<file path="src/rtl/uarx_pkg.sv">
package uarx_pkg;

	// Register byte addresses on the Avalon-MM slave.
	localparam int            ADDR_W        = 8;
	localparam logic [7:0]    ADDR_CTRL     = 8'h00;
	localparam logic [7:0]    ADDR_BAUD     = 8'h04;
	localparam logic [7:0]    ADDR_DATA     = 8'h08;
	localparam logic [7:0]    ADDR_STATUS   = 8'h0C;
	localparam logic [7:0]    ADDR_INT_STAT = 8'h10;
	localparam logic [7:0]    ADDR_INT_MASK = 8'h14;

	// Baud divisor width and reset value.
	localparam int            BAUD_W_DEF    = 12;
	localparam logic [11:0]   BAUD_RESET    = 12'h067;

	// Sampling figures for normal and double-speed modes.
	localparam logic [4:0]    SPB_NORMAL    = 5'h10;
	localparam logic [4:0]    SPB_DOUBLE    = 5'h08;
	localparam logic [4:0]    SF_NORMAL     = 5'h08;
	localparam logic [4:0]    SF_DOUBLE     = 5'h04;

	// Character size code 0..4 selects 5..9 data bits.
	localparam logic [3:0]    CHAR_BASE     = 4'h5;
	localparam logic [3:0]    CHAR_MAX      = 4'h9;
	localparam logic [2:0]    CHAR_SEL_MAX  = 3'h4;
	localparam logic [8:0]    DATA_MASK_ALL = 9'h1FF;

	// Interrupt status and mask bit positions.
	localparam int            INT_W         = 4;
	localparam int            INT_RX        = 0;
	localparam int            INT_FE        = 1;
	localparam int            INT_OVR       = 2;
	localparam int            INT_NOISE     = 3;

	// Status register bit positions.
	localparam int            STAT_RXC      = 0;
	localparam int            STAT_FE       = 1;
	localparam int            STAT_CNT      = 2;
	localparam int            STAT_BUSY     = 4;
	localparam int            STAT_OWNED    = 5;

	// Receive buffer depth is two entries.
	localparam logic [1:0]    FIFO_FULL     = 2'h2;

	typedef enum logic [1:0] {ST_IDLE, ST_START, ST_DATA, ST_STOP} uarx_state_e;

	typedef struct packed {
		logic       parity_en;
		logic [2:0] char_sel;
		logic       double_speed;
		logic       enable;
	} uarx_ctrl_s;

	localparam uarx_ctrl_s CTRL_RESET = 6'h0C;

	typedef struct packed {
		logic       frame_err;
		logic [8:0] data;
	} uarx_entry_s;

endpackage

</file>
<file path="src/rtl/uarx_receiver.sv">
// The register addresses and register access over Avalon-MM were chosen for this implementation.
`timescale 1ns/100ps
// Overview of operation
// - Clearing receiver_enable aborts the frame in progress immediately.
// - While disabled, the receiver releases serial_input_pin to its port.
// - Disabling the receiver flushes the two-entry receive buffer.
// - After a flush by disable, receive_complete_flag reads zero.
// - Sample at sixteen times baud, or eight times in double speed.
// - An idle high-to-low transition starts detection; first low is sample one.
// - Start validated by majority of samples 8,9,10 or 4,5,6.
// - Two or more high validation samples reject start; wait for next edge.
// - Bit timing resynchronises on every validated start bit.
// - Sixteen sample states per bit normally, eight in double speed.
// - Each data and parity bit is the majority of three centre samples.
// - Centre samples start at 8 or 4, middle vote at 9 or 5.
// - Recovery runs through the first stop bit; later stop bits ignored.
// - Stop bit is voted; a zero sets frame_error_flag for that frame.
// - Next falling edge is detected right after the last stop-bit vote.
// - Character plus parity length from five to ten bits is accepted.
module uarx_receiver #(
	parameter int unsigned BAUD_W = uarx_pkg::BAUD_W_DEF
) (
	input  wire logic                         sys_clk_in,
	input  wire logic                         resetn_in,
	input  wire logic [uarx_pkg::ADDR_W-1:0]  avs_address_in,
	input  wire logic                         avs_read_in,
	input  wire logic                         avs_write_in,
	input  wire logic [31:0]                  avs_writedata_in,
	output logic                              avs_waitrequest_out,
	output logic      [31:0]                  avs_readdata_out,
	output logic                              irq_out,
	input  wire logic                         serial_input_pin_in,
	output logic                              serial_input_pin_owned_out
);
	import uarx_pkg::*;

	// Majority of three samples, used for start, data and stop decisions.
	function automatic logic uarx_maj3(input logic a, input logic b,
		input logic c);
		return (a & b) | (a & c) | (b & c);
	endfunction

	// Number of character bits for a size code; codes above four mean nine.
	function automatic logic [3:0] uarx_char_bits(input logic [2:0] sel);
		return (sel > CHAR_SEL_MAX) ? CHAR_MAX : CHAR_BASE + {1'b0, sel};
	endfunction

	logic                  rx_meta;
	logic                  rx_sync;
	uarx_ctrl_s            ctrl;
	uarx_ctrl_s            next_ctrl;
	logic [BAUD_W-1:0]     baud_div;
	logic [BAUD_W-1:0]     next_baud_div;
	logic [BAUD_W-1:0]     baud_cnt;
	logic [BAUD_W-1:0]     next_baud_cnt;
	uarx_state_e           state;
	uarx_state_e           next_state;
	logic [4:0]            samp_cnt;
	logic [4:0]            next_samp_cnt;
	logic [4:0]            cur_num;
	logic [3:0]            bit_idx;
	logic [3:0]            next_bit_idx;
	logic [1:0]            vote;
	logic [1:0]            next_vote;
	logic [9:0]            shreg;
	logic [9:0]            next_shreg;
	logic                  rx_prev;
	logic                  next_rx_prev;
	logic                  tick;
	logic [4:0]            spb;
	logic [4:0]            sf;
	logic [3:0]            char_bits;
	logic [3:0]            frame_len;
	logic                  vote_bit;
	logic                  push;
	logic                  noise_evt;
	uarx_entry_s           push_entry;
	uarx_entry_s           fifo_mem [0:1];
	uarx_entry_s           head;
	logic                  rd_ptr;
	logic                  next_rd_ptr;
	logic [1:0]            fifo_cnt;
	logic [1:0]            next_fifo_cnt;
	logic                  mem_we;
	logic                  mem_idx;
	logic                  pop;
	logic                  push_ok;
	logic                  rx_complete_flag;
	logic [INT_W-1:0]      int_stat;
	logic [INT_W-1:0]      next_int_stat;
	logic [INT_W-1:0]      int_mask;
	logic [INT_W-1:0]      next_int_mask;
	logic [INT_W-1:0]      int_set;
	logic [INT_W-1:0]      int_clr;
	logic                  next_waitreq;
	logic [31:0]           next_readdata;
	logic                  accept;

	// The pin is asynchronous to sys_clk_in, so it passes two flip-flops.
	always_ff @(posedge sys_clk_in) begin
		if (!resetn_in) begin
			rx_meta <= 1'b1;
			rx_sync <= 1'b1;
		end else begin
			rx_meta <= serial_input_pin_in;
			rx_sync <= rx_meta;
		end
	end

	// Mode figures and the divider tick that paces every sample.
	assign spb       = ctrl.double_speed ? SPB_DOUBLE : SPB_NORMAL;
	assign sf        = ctrl.double_speed ? SF_DOUBLE : SF_NORMAL;
	assign tick      = ctrl.enable && (baud_cnt == '0);
	assign char_bits = uarx_char_bits(ctrl.char_sel);
	assign frame_len = char_bits + {3'h0, ctrl.parity_en};
	assign cur_num   = (samp_cnt == spb) ? 5'h01 : samp_cnt + 5'h01;
	assign vote_bit  = uarx_maj3(vote[1], vote[0], rx_sync);

	// Clock and data recovery; disable drops any frame in flight at once.
	always_comb begin
		next_state    = state;
		next_samp_cnt = samp_cnt;
		next_bit_idx  = bit_idx;
		next_vote     = vote;
		next_shreg    = shreg;
		next_rx_prev  = rx_prev;
		next_baud_cnt = baud_cnt;
		push          = 1'b0;
		noise_evt     = 1'b0;
		push_entry    = '0;
		if (!ctrl.enable) begin
			next_state    = ST_IDLE;
			next_samp_cnt = 5'h00;
			next_rx_prev  = 1'b1;
			next_baud_cnt = '0;
		end else begin
			next_baud_cnt = tick ? baud_div : baud_cnt - BAUD_W'(1);
			if (tick) begin
				next_rx_prev = rx_sync;
				if (state == ST_IDLE) begin
					// The first low sample after a high one is sample one.
					if (rx_prev && !rx_sync) begin
						next_state    = ST_START;
						next_samp_cnt = 5'h01;
						next_shreg    = '0;
					end
				end else begin
					next_samp_cnt = cur_num;
					if (cur_num == sf)
						next_vote[0] = rx_sync;
					if (cur_num == sf + 5'h01)
						next_vote[1] = rx_sync;
					case (state)
						ST_START: begin
							if (cur_num == sf + 5'h02 && vote_bit) begin
								next_state = ST_IDLE;
								noise_evt  = 1'b1;
							end else if (cur_num == 5'h01) begin
								next_state   = ST_DATA;
								next_bit_idx = 4'h0;
							end
						end
						ST_DATA: begin
							if (cur_num == sf + 5'h02) begin
								next_shreg[bit_idx] = vote_bit;
								next_bit_idx        = bit_idx + 4'h1;
							end else if (cur_num == 5'h01 &&
								bit_idx == frame_len) begin
								next_state = ST_STOP;
							end
						end
						ST_STOP: begin
							// Only the first stop bit is looked at.
							if (cur_num == sf + 5'h02) begin
								push                 = 1'b1;
								push_entry.frame_err = !vote_bit;
								push_entry.data      = shreg[8:0] &
									(DATA_MASK_ALL >> (CHAR_MAX - char_bits));
								next_state           = ST_IDLE;
							end
						end
						default: next_state = ST_IDLE;
					endcase
				end
			end
		end
	end

	always_ff @(posedge sys_clk_in) begin
		if (!resetn_in) begin
			state    <= ST_IDLE;
			samp_cnt <= 5'h00;
			bit_idx  <= 4'h0;
			vote     <= 2'h0;
			shreg    <= 10'h000;
			rx_prev  <= 1'b1;
			baud_cnt <= '0;
		end else begin
			state    <= next_state;
			samp_cnt <= next_samp_cnt;
			bit_idx  <= next_bit_idx;
			vote     <= next_vote;
			shreg    <= next_shreg;
			rx_prev  <= next_rx_prev;
			baud_cnt <= next_baud_cnt;
		end
	end

	// Two-entry receive buffer; a frame arriving when full is dropped unless a read pops an entry in the same cycle.
	assign head             = fifo_mem[rd_ptr];
	assign rx_complete_flag = (fifo_cnt != 2'h0);
	assign accept           = (avs_read_in || avs_write_in) &&
		!avs_waitrequest_out;
	assign pop     = accept && avs_read_in && avs_address_in == ADDR_DATA &&
		rx_complete_flag;
	assign push_ok = push && (fifo_cnt != FIFO_FULL || pop);
	assign mem_we  = push_ok;
	assign mem_idx = rd_ptr ^ fifo_cnt[0];

	// Register file, buffer pointers and interrupt flags.
	always_comb begin
		next_ctrl     = ctrl;
		next_baud_div = baud_div;
		next_int_mask = int_mask;
		next_rd_ptr   = rd_ptr ^ pop;
		next_fifo_cnt = fifo_cnt + {1'b0, push_ok} - {1'b0, pop};
		int_clr       = '0;
		int_set       = '0;
		next_readdata = avs_readdata_out;
		next_waitreq  = !((avs_read_in || avs_write_in) &&
			avs_waitrequest_out);
		if (accept && avs_write_in) begin
			if (avs_address_in == ADDR_CTRL)
				next_ctrl = avs_writedata_in[5:0];
			else if (avs_address_in == ADDR_BAUD)
				next_baud_div = avs_writedata_in[BAUD_W-1:0];
			else if (avs_address_in == ADDR_INT_STAT)
				int_clr = avs_writedata_in[INT_W-1:0];
			else if (avs_address_in == ADDR_INT_MASK)
				next_int_mask = avs_writedata_in[INT_W-1:0];
		end
		// Read data is prepared while waitrequest is high.
		if (avs_read_in && avs_waitrequest_out) begin
			next_readdata = 32'h0000_0000;
			if (avs_address_in == ADDR_CTRL)
				next_readdata[5:0] = ctrl;
			else if (avs_address_in == ADDR_BAUD)
				next_readdata[BAUD_W-1:0] = baud_div;
			else if (avs_address_in == ADDR_DATA)
				next_readdata[9:0] = rx_complete_flag ? head : 10'h000;
			else if (avs_address_in == ADDR_STATUS) begin
				next_readdata[STAT_RXC]              = rx_complete_flag;
				next_readdata[STAT_FE]               = rx_complete_flag &&
					head.frame_err;
				next_readdata[STAT_CNT+1:STAT_CNT]   = fifo_cnt;
				next_readdata[STAT_BUSY]             = state != ST_IDLE;
				next_readdata[STAT_OWNED]            =
					serial_input_pin_owned_out;
			end else if (avs_address_in == ADDR_INT_STAT)
				next_readdata[INT_W-1:0] = int_stat;
			else if (avs_address_in == ADDR_INT_MASK)
				next_readdata[INT_W-1:0] = int_mask;
		end
		// Flushing wins over everything; unread frames are lost.
		if (!ctrl.enable) begin
			next_fifo_cnt = 2'h0;
			next_rd_ptr   = 1'b0;
		end
		int_set[INT_RX]    = push_ok;
		int_set[INT_FE]    = push_ok && push_entry.frame_err;
		int_set[INT_OVR]   = push && !push_ok;
		int_set[INT_NOISE] = noise_evt;
		// A new event in the same cycle as its clear keeps the flag set.
		next_int_stat = (int_stat & ~int_clr) | int_set;
	end

	always_ff @(posedge sys_clk_in) begin
		if (!resetn_in) begin
			ctrl                       <= CTRL_RESET;
			baud_div                   <= BAUD_W'(BAUD_RESET);
			int_stat                   <= '0;
			int_mask                   <= '0;
			rd_ptr                     <= 1'b0;
			fifo_cnt                   <= 2'h0;
			avs_waitrequest_out        <= 1'b1;
			avs_readdata_out           <= 32'h0000_0000;
			irq_out                    <= 1'b0;
			serial_input_pin_owned_out <= 1'b0;
		end else begin
			ctrl                       <= next_ctrl;
			baud_div                   <= next_baud_div;
			int_stat                   <= next_int_stat;
			int_mask                   <= next_int_mask;
			rd_ptr                     <= next_rd_ptr;
			fifo_cnt                   <= next_fifo_cnt;
			avs_waitrequest_out        <= next_waitreq;
			avs_readdata_out           <= next_readdata;
			irq_out                    <= |(int_stat & int_mask);
			serial_input_pin_owned_out <= ctrl.enable;
		end
	end

	// Buffer storage needs no reset; the count says what is valid.
	always_ff @(posedge sys_clk_in) begin
		if (mem_we)
			fifo_mem[mem_idx] <= push_entry;
	end
endmodule

</file>
<file path="config.mk">
export PLATFORM = sky130hd
export DESIGN_NAME = uarx_receiver
export DESIGN_NICKNAME = d
export VERILOG_FILES = /design/src/rtl/uarx_pkg.sv /design/src/rtl/uarx_receiver.sv
export SDC_FILE = /design/constraint.sdc
export NUM_CORES = 1
export LEC_CHECK = 0
export BUFFER_PORTS_ARGS = -buffer_cell sky130_fd_sc_hd__buf_2
export CORE_UTILIZATION = 35
export DETAILED_ROUTE_END_ITERATION = 8
export PLACE_DENSITY = 0.57
export SETUP_SLACK_MARGIN = 0.02
export SLEW_MARGIN = 20
export SYNTH_ARGS = -nofsm -noshare
export SYNTH_HDL_FRONTEND = slang
export SYNTH_SLANG_ARGS = --single-unit
</file>
<file path="constraint.sdc">
create_clock -name sys_clk_in -period 2.95 [get_ports sys_clk_in]
set_input_delay 0.59 -clock sys_clk_in [delete_from_list [all_inputs] [get_ports sys_clk_in]]
set_output_delay 0.59 -clock sys_clk_in [all_outputs]
set_load 0.02 [all_outputs]
</file>
# Word-level counts from Yosys, hierarchy flattened
# Memories as Yosys holds them, arrays and structs flattened. A register that Yosys moved wholly into a read port is not among the register bits.
# Cells that the tools add are included.
word_totals:
  reg_bits: 82
  inputBits: 45
  word_cells: 178
  n_memories: 1
  mem_bits_rw: 20
  output_inout_bits: 35
classes:
  n_addsub: 10
  bitwise_logic: 16
  n_lt_le_gt_ge: 3
  n_eq_ne: 23
  mux: 59
  n_shift: 1
  n_reduce_logical: 42
mem_list:
  columns: ["name", "words", "width", "read_ports", "rd_clocked_by_memory_dff", "wr", "line", "source"]
  rows:
  - ["fifo_mem", 2, 10, 1, 1, 1, "uarx_receiver.sv:78", "uarx_entry_s fifo_mem [0:1];"]
ops:
  columns: ["operator", "count"]
  rows:
  - ["$mux 10", 11]
  - ["$mux 4", 13]
  - ["$mux 5", 4]
  - ["$mux 2", 9]
  - ["$mux 6", 3]
  - ["$eq 8x4->1 const B", 2]
  - ["$eq 8x5->1 const B", 2]
  - ["$logic_and 1x1->1", 16]
  - ["$eq 5x5->1", 3]
  - ["$mux 1", 14]
  - ["$logic_not 12->1", 1]
  - ["$mux 12", 1]
  - ["$sub 12x1->12 const B", 1]
  - ["$bwmux 10", 1]
  - ["$reduce_and 5->1", 2]
  - ["$reduce_bool 2->1", 5]
  - ["$and 9x9->9", 1]
  - ["$ne 3x3->1 const B", 3]
  - ["$shr 9x4->9 const A", 1]
  - ["$and 4x4->4", 2]
  - ["$eq 8x3->1 const B", 1]
  - ["$logic_not 8->1", 1]
  - ["$ne 2x2->1 const B", 4]
  - ["$pmux 4 s2", 1]
  - ["36 further kinds", 52]

# Longest topological paths before layout
# Gate-level depths: netlist (run 1).
depth:
  word_depth: 13
  ltp_mapped: 13
  depth_no_buf: 12

# Worst setup path before layout (run 1)
# Ideal clock, no wire load.
synth_timing:
  kind: "flip-flop to flip-flop"
  start: "reg samp_cnt[0]"
  end: "reg fifo_cnt[1]"
  path_slack_ns: 0.049
  n_path_buf: 2
  path_stages_with_launch: 14
  synth_period_minus_slack_ns: 2.901
  setup_time_ns: 0.128
  arrival_ns: 2.773
  t_required_ns: 2.822
  cell_sequence: "dfxtp_1 -> ha_1 -> buf_4 -> or3b_2 -> a21oi_1 -> o31ai_4 -> buf_4 -> nand4bb_4 -> ha_1 -> inv_1 -> ha_1 -> xnor2_1 -> xnor2_1 -> nor2_1"
synth_between:
  elab_chain_len: 11
  elab_cells_between_ends: 12
  cone_classes: "add/sub (3); eq/ne (2); mux (6); reduce/logical (1)"
synth_lines:
  columns: ["item", "line", "source"]
  rows:
  - ["start, declared", "uarx_receiver.sv:58", "logic [4:0] samp_cnt;"]
  - ["start signal, assigned", "uarx_receiver.sv:200", "samp_cnt <= next_samp_cnt;"]
  - ["$add 5x1->5 / $eq 5x5->1 (equally long branches)", "uarx_receiver.sv:116", "assign cur_num = (samp_cnt == spb) ? 5'h01 : samp_cnt + 5'h01;"]
  - ["$mux 5 *", "uarx_receiver.sv:116", null]
  - ["$eq 5x5->1 *", "uarx_receiver.sv:174", "if (cur_num == sf + 5'h02) begin"]
  - ["$mux 1 *", "uarx_receiver.sv:174", null]
  - ["$mux 1 *", "uarx_receiver.sv:153", "case (state)"]
  - ["$mux 1 *", "uarx_receiver.sv:140", "if (state == ST_IDLE) begin"]
  - ["$mux 1 *", "uarx_receiver.sv:138", "if (tick) begin"]
  - ["$mux 1 *", "uarx_receiver.sv:131", "if (!ctrl.enable) begin"]
  - ["$logic_and 1x1->1 *", "uarx_receiver.sv:216", "assign push_ok = push && (fifo_cnt != FIFO_FULL || pop);"]
  - ["$add 2x1->2 *", "uarx_receiver.sv:226", "next_fifo_cnt = fifo_cnt + {1'b0, push_ok} - {1'b0, pop};"]
  - ["$sub 2x1->2 *", "uarx_receiver.sv:226", null]
  - ["end signal, assigned", "uarx_receiver.sv:295", "fifo_cnt <= next_fifo_cnt;"]
  - ["end, declared", "uarx_receiver.sv:82", "logic [1:0] fifo_cnt;"]
# Mark *: on every way between the ends. The rest lies on a longest branch, timed or not.
# A chain may end at the register's enable or synchronous reset.

# Worst setup path after layout (run 1)
# Ends and elaborated chain as after synthesis.

==> flow_metrics.env, run 1 <==
export IMPL_status="completed"
export IMPL_syn_area_per_cell_sq_um=9.17
export IMPL_grtUsageTotal=0.174
export IMPL_cts_htree_levels=3
export IMPL_synth_edf_count=20
export IMPL_start_util=0.363
export IMPL_grt_pass1_wl_microns=22100
export IMPL_ys_seq_area_frac=0.401
export IMPL_pre_cts_ws_ns=0.120
export IMPL_skew_ns=0.00939
export IMPL_detail_route_antenna_nets=0
export IMPL_grt_pass1_vias=4318
export IMPL_cap_violations=0
export IMPL_worst_setup_path_end_kind="register"
export IMPL_die_y_microns=128
export IMPL_synth_cells=609
export IMPL_reg2reg_from="samp_cnt[0]"
export IMPL_cts_sinks=102
export IMPL_synth_warnings=0
export IMPL_startpoint="samp_cnt[0]"
export IMPL_rows=45
export IMPL_synthArstFlopShare=0
export IMPL_dpl_cell_area_sq_um=6000
export IMPL_antenna_found_initial=0
export IMPL_gr_total_overflow=0
export IMPL_holdWs_ns=0.408
export IMPL_vias=4467
export IMPL_final_nets=719
export IMPL_die_area_sq_um=16500
export IMPL_stdcell_count=866
export IMPL_vias_per_cell=5.16
export IMPL_cp_arrival_ns=2.90
export IMPL_worstSetupEndpoint="fifo_cnt[1]"
export IMPL_area_growth_pct=12.7
export IMPL_fin_crit_sh=0.898
export IMPL_setup_ws_ns=0.301
export IMPL_gp_routability_congestion=0.845
export IMPL_crit_slowest_cell="or3b_2"
export IMPL_cts_root_buf="clkbuf_16"
export IMPL_p_leak_nw=2.44
export IMPL_drive_gt1_frac=0.166
export IMPL_drc_errors=0
export IMPL_grt_max_degree=46
export IMPL_slew_headroom=0.582
export IMPL_firstDrtPassIters=5
export IMPL_fin_area_sq_um=6290
export IMPL_dp_hpwl_microns=10300
export IMPL_irDropWorstVdd_mv=0.273
export IMPL_synth_seq_cells=102
export IMPL_worst_setup_path_type="register to register"
export IMPL_port_buffers=39
export IMPL_worstMarginPinSlew_ns=0.618
export IMPL_synth_most_common_cell="dfxtp_1"
export IMPL_start_kind="register"
export IMPL_r2r_setup_slack_ns=0.30
export IMPL_die_w_microns=128
export IMPL_boundaryPins=80
export IMPL_cts_tree="done"
export IMPL_path_cells="ha_1 -> or3b_2 -> a22oi_1 -> o31ai_4 -> nand4bb_4 -> ha_1 -> inv_1 -> ha_1 -> xnor2_1 -> xnor2_1 -> nor2_1"
export IMPL_synth_area_sq_um=5590
export IMPL_hp_class="register to register"
export IMPL_r2r_cells=11
export IMPL_r2r_end="fifo_cnt[1]"
export IMPL_clock_path_buffers=2
export IMPL_pwr_density_cell_nw_per_um2=425
export IMPL_crit_path_frequent_cell="ha_1"
export IMPL_setup_viol=0
export IMPL_post_place_cells=851
export IMPL_required_ns=3.20
export IMPL_clock_latency_ns=0.35
export IMPL_maxSlewViolCount=0
export IMPL_ctsHoldBuffers=0
export IMPL_cts_clk_slew_worst_paths_ns=0.07
export IMPL_wirelength_microns=13500
export IMPL_netlist_area_leader_share=0.294
export IMPL_cp_max_fo=8
export IMPL_drt_iter0_drc=266
export IMPL_fmax_mhz=377
export IMPL_diodes=0
export IMPL_yosys_top_cells_count="82 x dfxtp_1, 67 x nand2_1, 42 x nor2_1, 28 x a21oi_1, 26 x inv_1"
export IMPL_wl_per_cell_microns=15.6
export IMPL_rsz0062_at_grt="false"
export IMPL_tns_ns=0
export IMPL_hold_viol=0
export IMPL_numCtsBuffers=9
export IMPL_yosys_area_top_type="dfxtp_1"
export IMPL_core_sq_um=15400
export IMPL_ys_types=76
export IMPL_critical_path_max_stage_delay_ns=0.44
export IMPL_ys_flop_type="dfxtp_1"
export IMPL_synthTopCellsByArea="dfxtp_1 29%, edfxtp_1 11%, ha_1 5.2%"
export IMPL_fin_crit_ns=2.65
==> worst min-delay path by stage <==
stage,to,cells past startpoint,slack (ns),start
floorplan,rx_sync,1,0.39,rx_meta
global placement,rx_sync,1,0.39,rx_meta
detailed placement,rx_sync,1,0.39,rx_meta
CTS,rx_meta,2,0.40,serial_input_pin_in
global route,rx_meta,2,0.41,serial_input_pin_in
finish,rx_sync,1,0.41,rx_meta
==> cell usage in the layout, fill, tap and decap left out, drive strengths merged, types with 17 or more instances in the layout <==
master   n
buf     58
nand2   68
conb    20
nand3   17
ha      23
a21boi  20
nor2b   19
nor2    43
a21oi   29
inv     29
edfxtp  20
o21ai   24
dfxtp   82
==> worst max-delay path, delay by kind of cell, from the launching register on <==
kind	cells	cell delay (ns)
buf+inv	1	0.04
compound gates	2	0.39
flops	1	0.36
xor+xnor	2	0.30
fa+ha+maj	3	0.72
simple gates	3	0.73
==> area by class of cell <==
| type | count | area (sq um) |
|---|---|---|
| Tap cell | 211 | 264 |
| Multi-Input combinational cell | 454 | 3080 |
| Clock inverter | 5 | 43.8 |
| Clock buffer | 10 | 229 |
| Timing Repair Buffer | 58 | 338 |
| Fill cell | 1515 | 9080 |
| Inverter | 26 | 97.6 |
| Sequential cell | 102 | 2240 |
==> routing by layer <==
| metal | track usage | share of wire | wire length, microns |
|---|---|---|---|
| met2 | 0.294 | 0.47 | 6320 |
| met3 | 0.0416 | 0.047 | 628 |
| met4 | 0.0471 | 0.015 | 199 |
| met1 | 0.223 | 0.47 | 6340 |
| met5 | 0 | 0 | 0 |
==> per-stage QoR <==
stage	power, mW	utilization
floorplan	1.55	-
global placement	1.58	0.390
detailed placement	1.58	0.390
CTS	2.70	0.408
global route	2.77	0.409
finish	2.67	0.409
==> report_power, final <==
part	switching, mW	internal [mW]	leakage [nW]	total, mW
clock network	0.546	0.580	0.127	1.13
registers	0.00525	1.42	0.896	1.42
logic	0.0845	0.0382	1.42	0.123
total	0.636	2.04	2.44	2.67
==> cells by family after synthesis <==
| kind of cell | Yosys count | synth area share |
|---|---|---|
| xor gates and xnor gates | 17 | 0.0267 |
| adders and majority gates | 24 | 0.0533 |
| and+or+nand+nor | 225 | 0.230 |
| AOI/OAI and AO/OA | 145 | 0.181 |
| DFF | 102 | 0.401 |
| buffers and inverters | 72 | 0.0641 |
| other | 1 | 0.000671 |
| muxes | 23 | 0.0428 |
==> flip-flops by register name, summed over array words and instances (netlist names), 2 cells and up, named ones only <==
name,flops
fifo_mem,20
avs_readdata_out,12
baud_cnt,12
baud_div,12
shreg,9
ctrl,6
samp_cnt,5
bit_idx,4
int_mask,4
int_stat,4
fifo_cnt,2
state,2
vote,2
==> what timing repair did <==
item                       in CTS  in global routing
setup buffers                   0                  0
setup endpoints to repair       0                  5
gates resized for setup         0                  6
Power figures use the tool's default switching activity.
==> run 2: changes to the inputs <==
Settings changed: ABC_AREA set to 1, PLACE_DENSITY 0.57 to 0.55.
Clock period 2.95 ns to 2.85 ns, I/O delays scaled along.
==> run 2 against run 1 <==
The flow now finishes with violations (DRC). Critical path type unchanged. Final area shrank 3.3%. Register-to-register slack lost 0.15 ns. Power grew 2.6%. Sequential power grew 4%. Maximum frequency shrank 1.9%. Global-route usage grew 0.85 points. Routed wire length grew 3.3%.
==> flow_metrics.env, run 2 <==
export IMPL_status="complete, but fails checks"
export IMPL_violations="DRC"
export IMPL_synth_most_common_cell="nand2_1"
export IMPL_port_buffers=39
export IMPL_detail_route_antenna_nets=0
export IMPL_grt_pass1_vias=4373
export IMPL_synth_edf_count=20
export IMPL_drt_iter0_drc=288
export IMPL_p_leak_nw=2.61
export IMPL_setup_viol=0
export IMPL_tns_ns=0
export IMPL_start_util=0.363
export IMPL_largest_reg_flops=20
export IMPL_vias=4678
export IMPL_crit_slowest_cell="dfxtp_1"
export IMPL_worstMarginPinSlew_ns=1.05
export IMPL_antenna_found_initial=0
export IMPL_drc_errors=10
export IMPL_cts_tree="done"
export IMPL_pwr_density_cell_nw_per_um2=451
export IMPL_final_nets=812
export IMPL_cap_violations=0
export IMPL_fin_crit_sh=0.948
export IMPL_wirelength_microns=13900
export IMPL_diodes=0
export IMPL_grtUsageTotal=0.183
export IMPL_cts_htree_levels=3
export IMPL_critical_path_max_stage_delay_ns=0.36
export IMPL_synth_warnings=0
export IMPL_ys_types=43
export IMPL_cts_clk_slew_worst_paths_ns=0.07
export IMPL_skew_ns=0.00587
export IMPL_synth_cells=691
export IMPL_boundaryPins=80
export IMPL_cp_max_fo=6
export IMPL_grt_pass1_wl_microns=22300
export IMPL_gp_routability_congestion=0.845
export IMPL_dp_hpwl_microns=10700
export IMPL_clock_path_buffers=2
export IMPL_start_kind="register"
export IMPL_clock_latency_ns=0.36
export IMPL_area_growth_pct=13.7
export IMPL_ys_seq_area_frac=0.419
export IMPL_die_area_sq_um=15800
export IMPL_layout_common_cells="107 x nand2_1, 86 x inv_1, 82 x dfxtp_1"
export IMPL_fin_crit_ns=2.70
export IMPL_startpoint="samp_cnt[1]"
export IMPL_yosys_area_top_type="dfxtp_1"
export IMPL_yosys_top_cells_count="108 x nand2_1, 86 x inv_1, 82 x dfxtp_1, 66 x nor2_1, 61 x o21ai_0"
export IMPL_hold_viol=0
export IMPL_reg2reg_from="samp_cnt[1]"
export IMPL_worst_setup_path_end_kind="register"
export IMPL_vias_per_cell=5.01
export IMPL_numCtsBuffers=9
export IMPL_cts_root_buf="clkbuf_16"
export IMPL_irDropWorstVdd_mv=0.290
export IMPL_required_ns=3.14
export IMPL_wl_per_cell_microns=14.9
export IMPL_cp_arrival_ns=2.99
export IMPL_netlist_area_leader_share=0.307
export IMPL_n_fill_cell=1537
export IMPL_gr_total_overflow=0
export IMPL_worst_setup_path_type="register to register"
export IMPL_grt_max_degree=31
export IMPL_fin_area_sq_um=6080
export IMPL_hp_class="input port to register"
export IMPL_firstDrtPassIters=7
export IMPL_synth_area_sq_um=5350
export IMPL_maxSlewViolCount=0
export IMPL_synthTopCellsByArea="dfxtp_1 31%, edfxtp_1 11%, nand2_1 7.6%"
export IMPL_path_cells="inv_1 -> ha_1 -> inv_1 -> nor2_1 -> nand3_2 -> nand3_1 -> nand2_1 -> nor2_2 -> nand2_1 -> nor3_4 -> nand2_2 -> ha_1 -> inv_1 -> ha_1 -> or2_2 -> a21oi_1"
export IMPL_final_common_cell="nand2_1"
export IMPL_rows=44
export IMPL_min_from="serial_input_pin_in"
export IMPL_syn_area_per_cell_sq_um=7.75
export IMPL_synth_seq_cells=102
export IMPL_synthArstFlopShare=0
export IMPL_drive_gt1_frac=0.139
export IMPL_ctsHoldBuffers=0
export IMPL_die_w_microns=126
export IMPL_top_register="fifo_mem"
export IMPL_fmax_mhz=370
export IMPL_core_sq_um=14800
export IMPL_ys_flop_type="dfxtp_1"
export IMPL_cts_sinks=102
export IMPL_dpl_cell_area_sq_um=5770
export IMPL_die_y_microns=126
export IMPL_slew_headroom=0.301
-- run 2: cell count changes after synthesis, sizes merged, moves of 10 or more --
cell,delta
mux2i,-13
inv,+63
nand2b,-10
a21boi,-20
xnor2,-10
a21oi,+31
o21ai,+38
nand2,+43
nor2,+33
nor2b,-19
or2,+10
nand3,+23
-- run 2: kinds of logic after synthesis --
group                    share of synthesized area
multiplexers                               0.00561
other                                     0.000701
flip-flops                                   0.419
buffers and inverters                        0.105
adder cells (fa/ha/maj)                     0.0538
AO/OA/AOI/OAI                                0.163
XOR/XNOR                                    0.0213
AND/OR/NAND/NOR                              0.232
-- run 2: where the power goes --
part	internal (mW)	switching, mW
clock	0.605	0.577
combinational	0.0226	0.0706
sequential	1.47	0.00285
total	2.09	0.651
-- run 2: cell type report --
cell class,instances,area [sq um],share of cell area
repair buffers,60,353,0.0580
multi-input cells,482,2650,0.436
well taps,184,230,0.0378
clock inverters,5,42.5,0.00699
clock buffers,11,233,0.0382
flip-flops and latches,102,2240,0.368
inverters,89,334,0.0549
-- run 2: worst max-delay path: cells and delay by family, from the launching register on --
family                     cells  cell delay, ns
buffers and inverters          3            0.19
DFF                            1            0.36
AOI/OAI and AO/OA              1            0.12
and+or+nand+nor                9            1.38
adders and majority gates      3            0.60
-- run 2: repair_timing --
item | CTS | global route
setup endpoints to repair | 0 | 3
resized for setup | 0 | 6
buffers inserted | 0 | 2
-- run 2: stage by stage --
| step | hold WS (ns) | worst slack [ns] | util | total power [mW] | std cells |
|---|---|---|---|---|---|
| after floorplan | 0.393 | 0.215 | - | 1.58 | 710 |
| after global placement | 0.396 | 0.149 | 0.391 | 1.59 | 915 |
| after detailed placement | 0.406 | 0.102 | 0.391 | 1.59 | 915 |
| after CTS | 0.392 | 0.0864 | 0.409 | 2.77 | 931 |
| after global routing | 0.401 | -0.0248 | 0.412 | 2.84 | 933 |
| final | 0.401 | 0.149 | 0.412 | 2.74 | 933 |
-- run 2: final timing paths --
check / to / slack (ns) / cells past startpoint
worst min register to register: rx_sync / 0.42 / 1
worst max register to register: fifo_cnt[1] / 0.15 / 16
worst min-delay path: rx_meta / 0.40 / 2
worst max-delay path: fifo_cnt[1] / 0.15 / 16
-- run 2: per-layer routing --
metal / up-vias / global-route usage / share of wire
li1: 2369 / - / -
met1: 2192 / 0.234 / 0.47
met2: 104 / 0.304 / 0.48
met3: 13 / 0.0433 / 0.041
met4: 0 / 0.0567 / 0.016
met5: - / 0 / 0
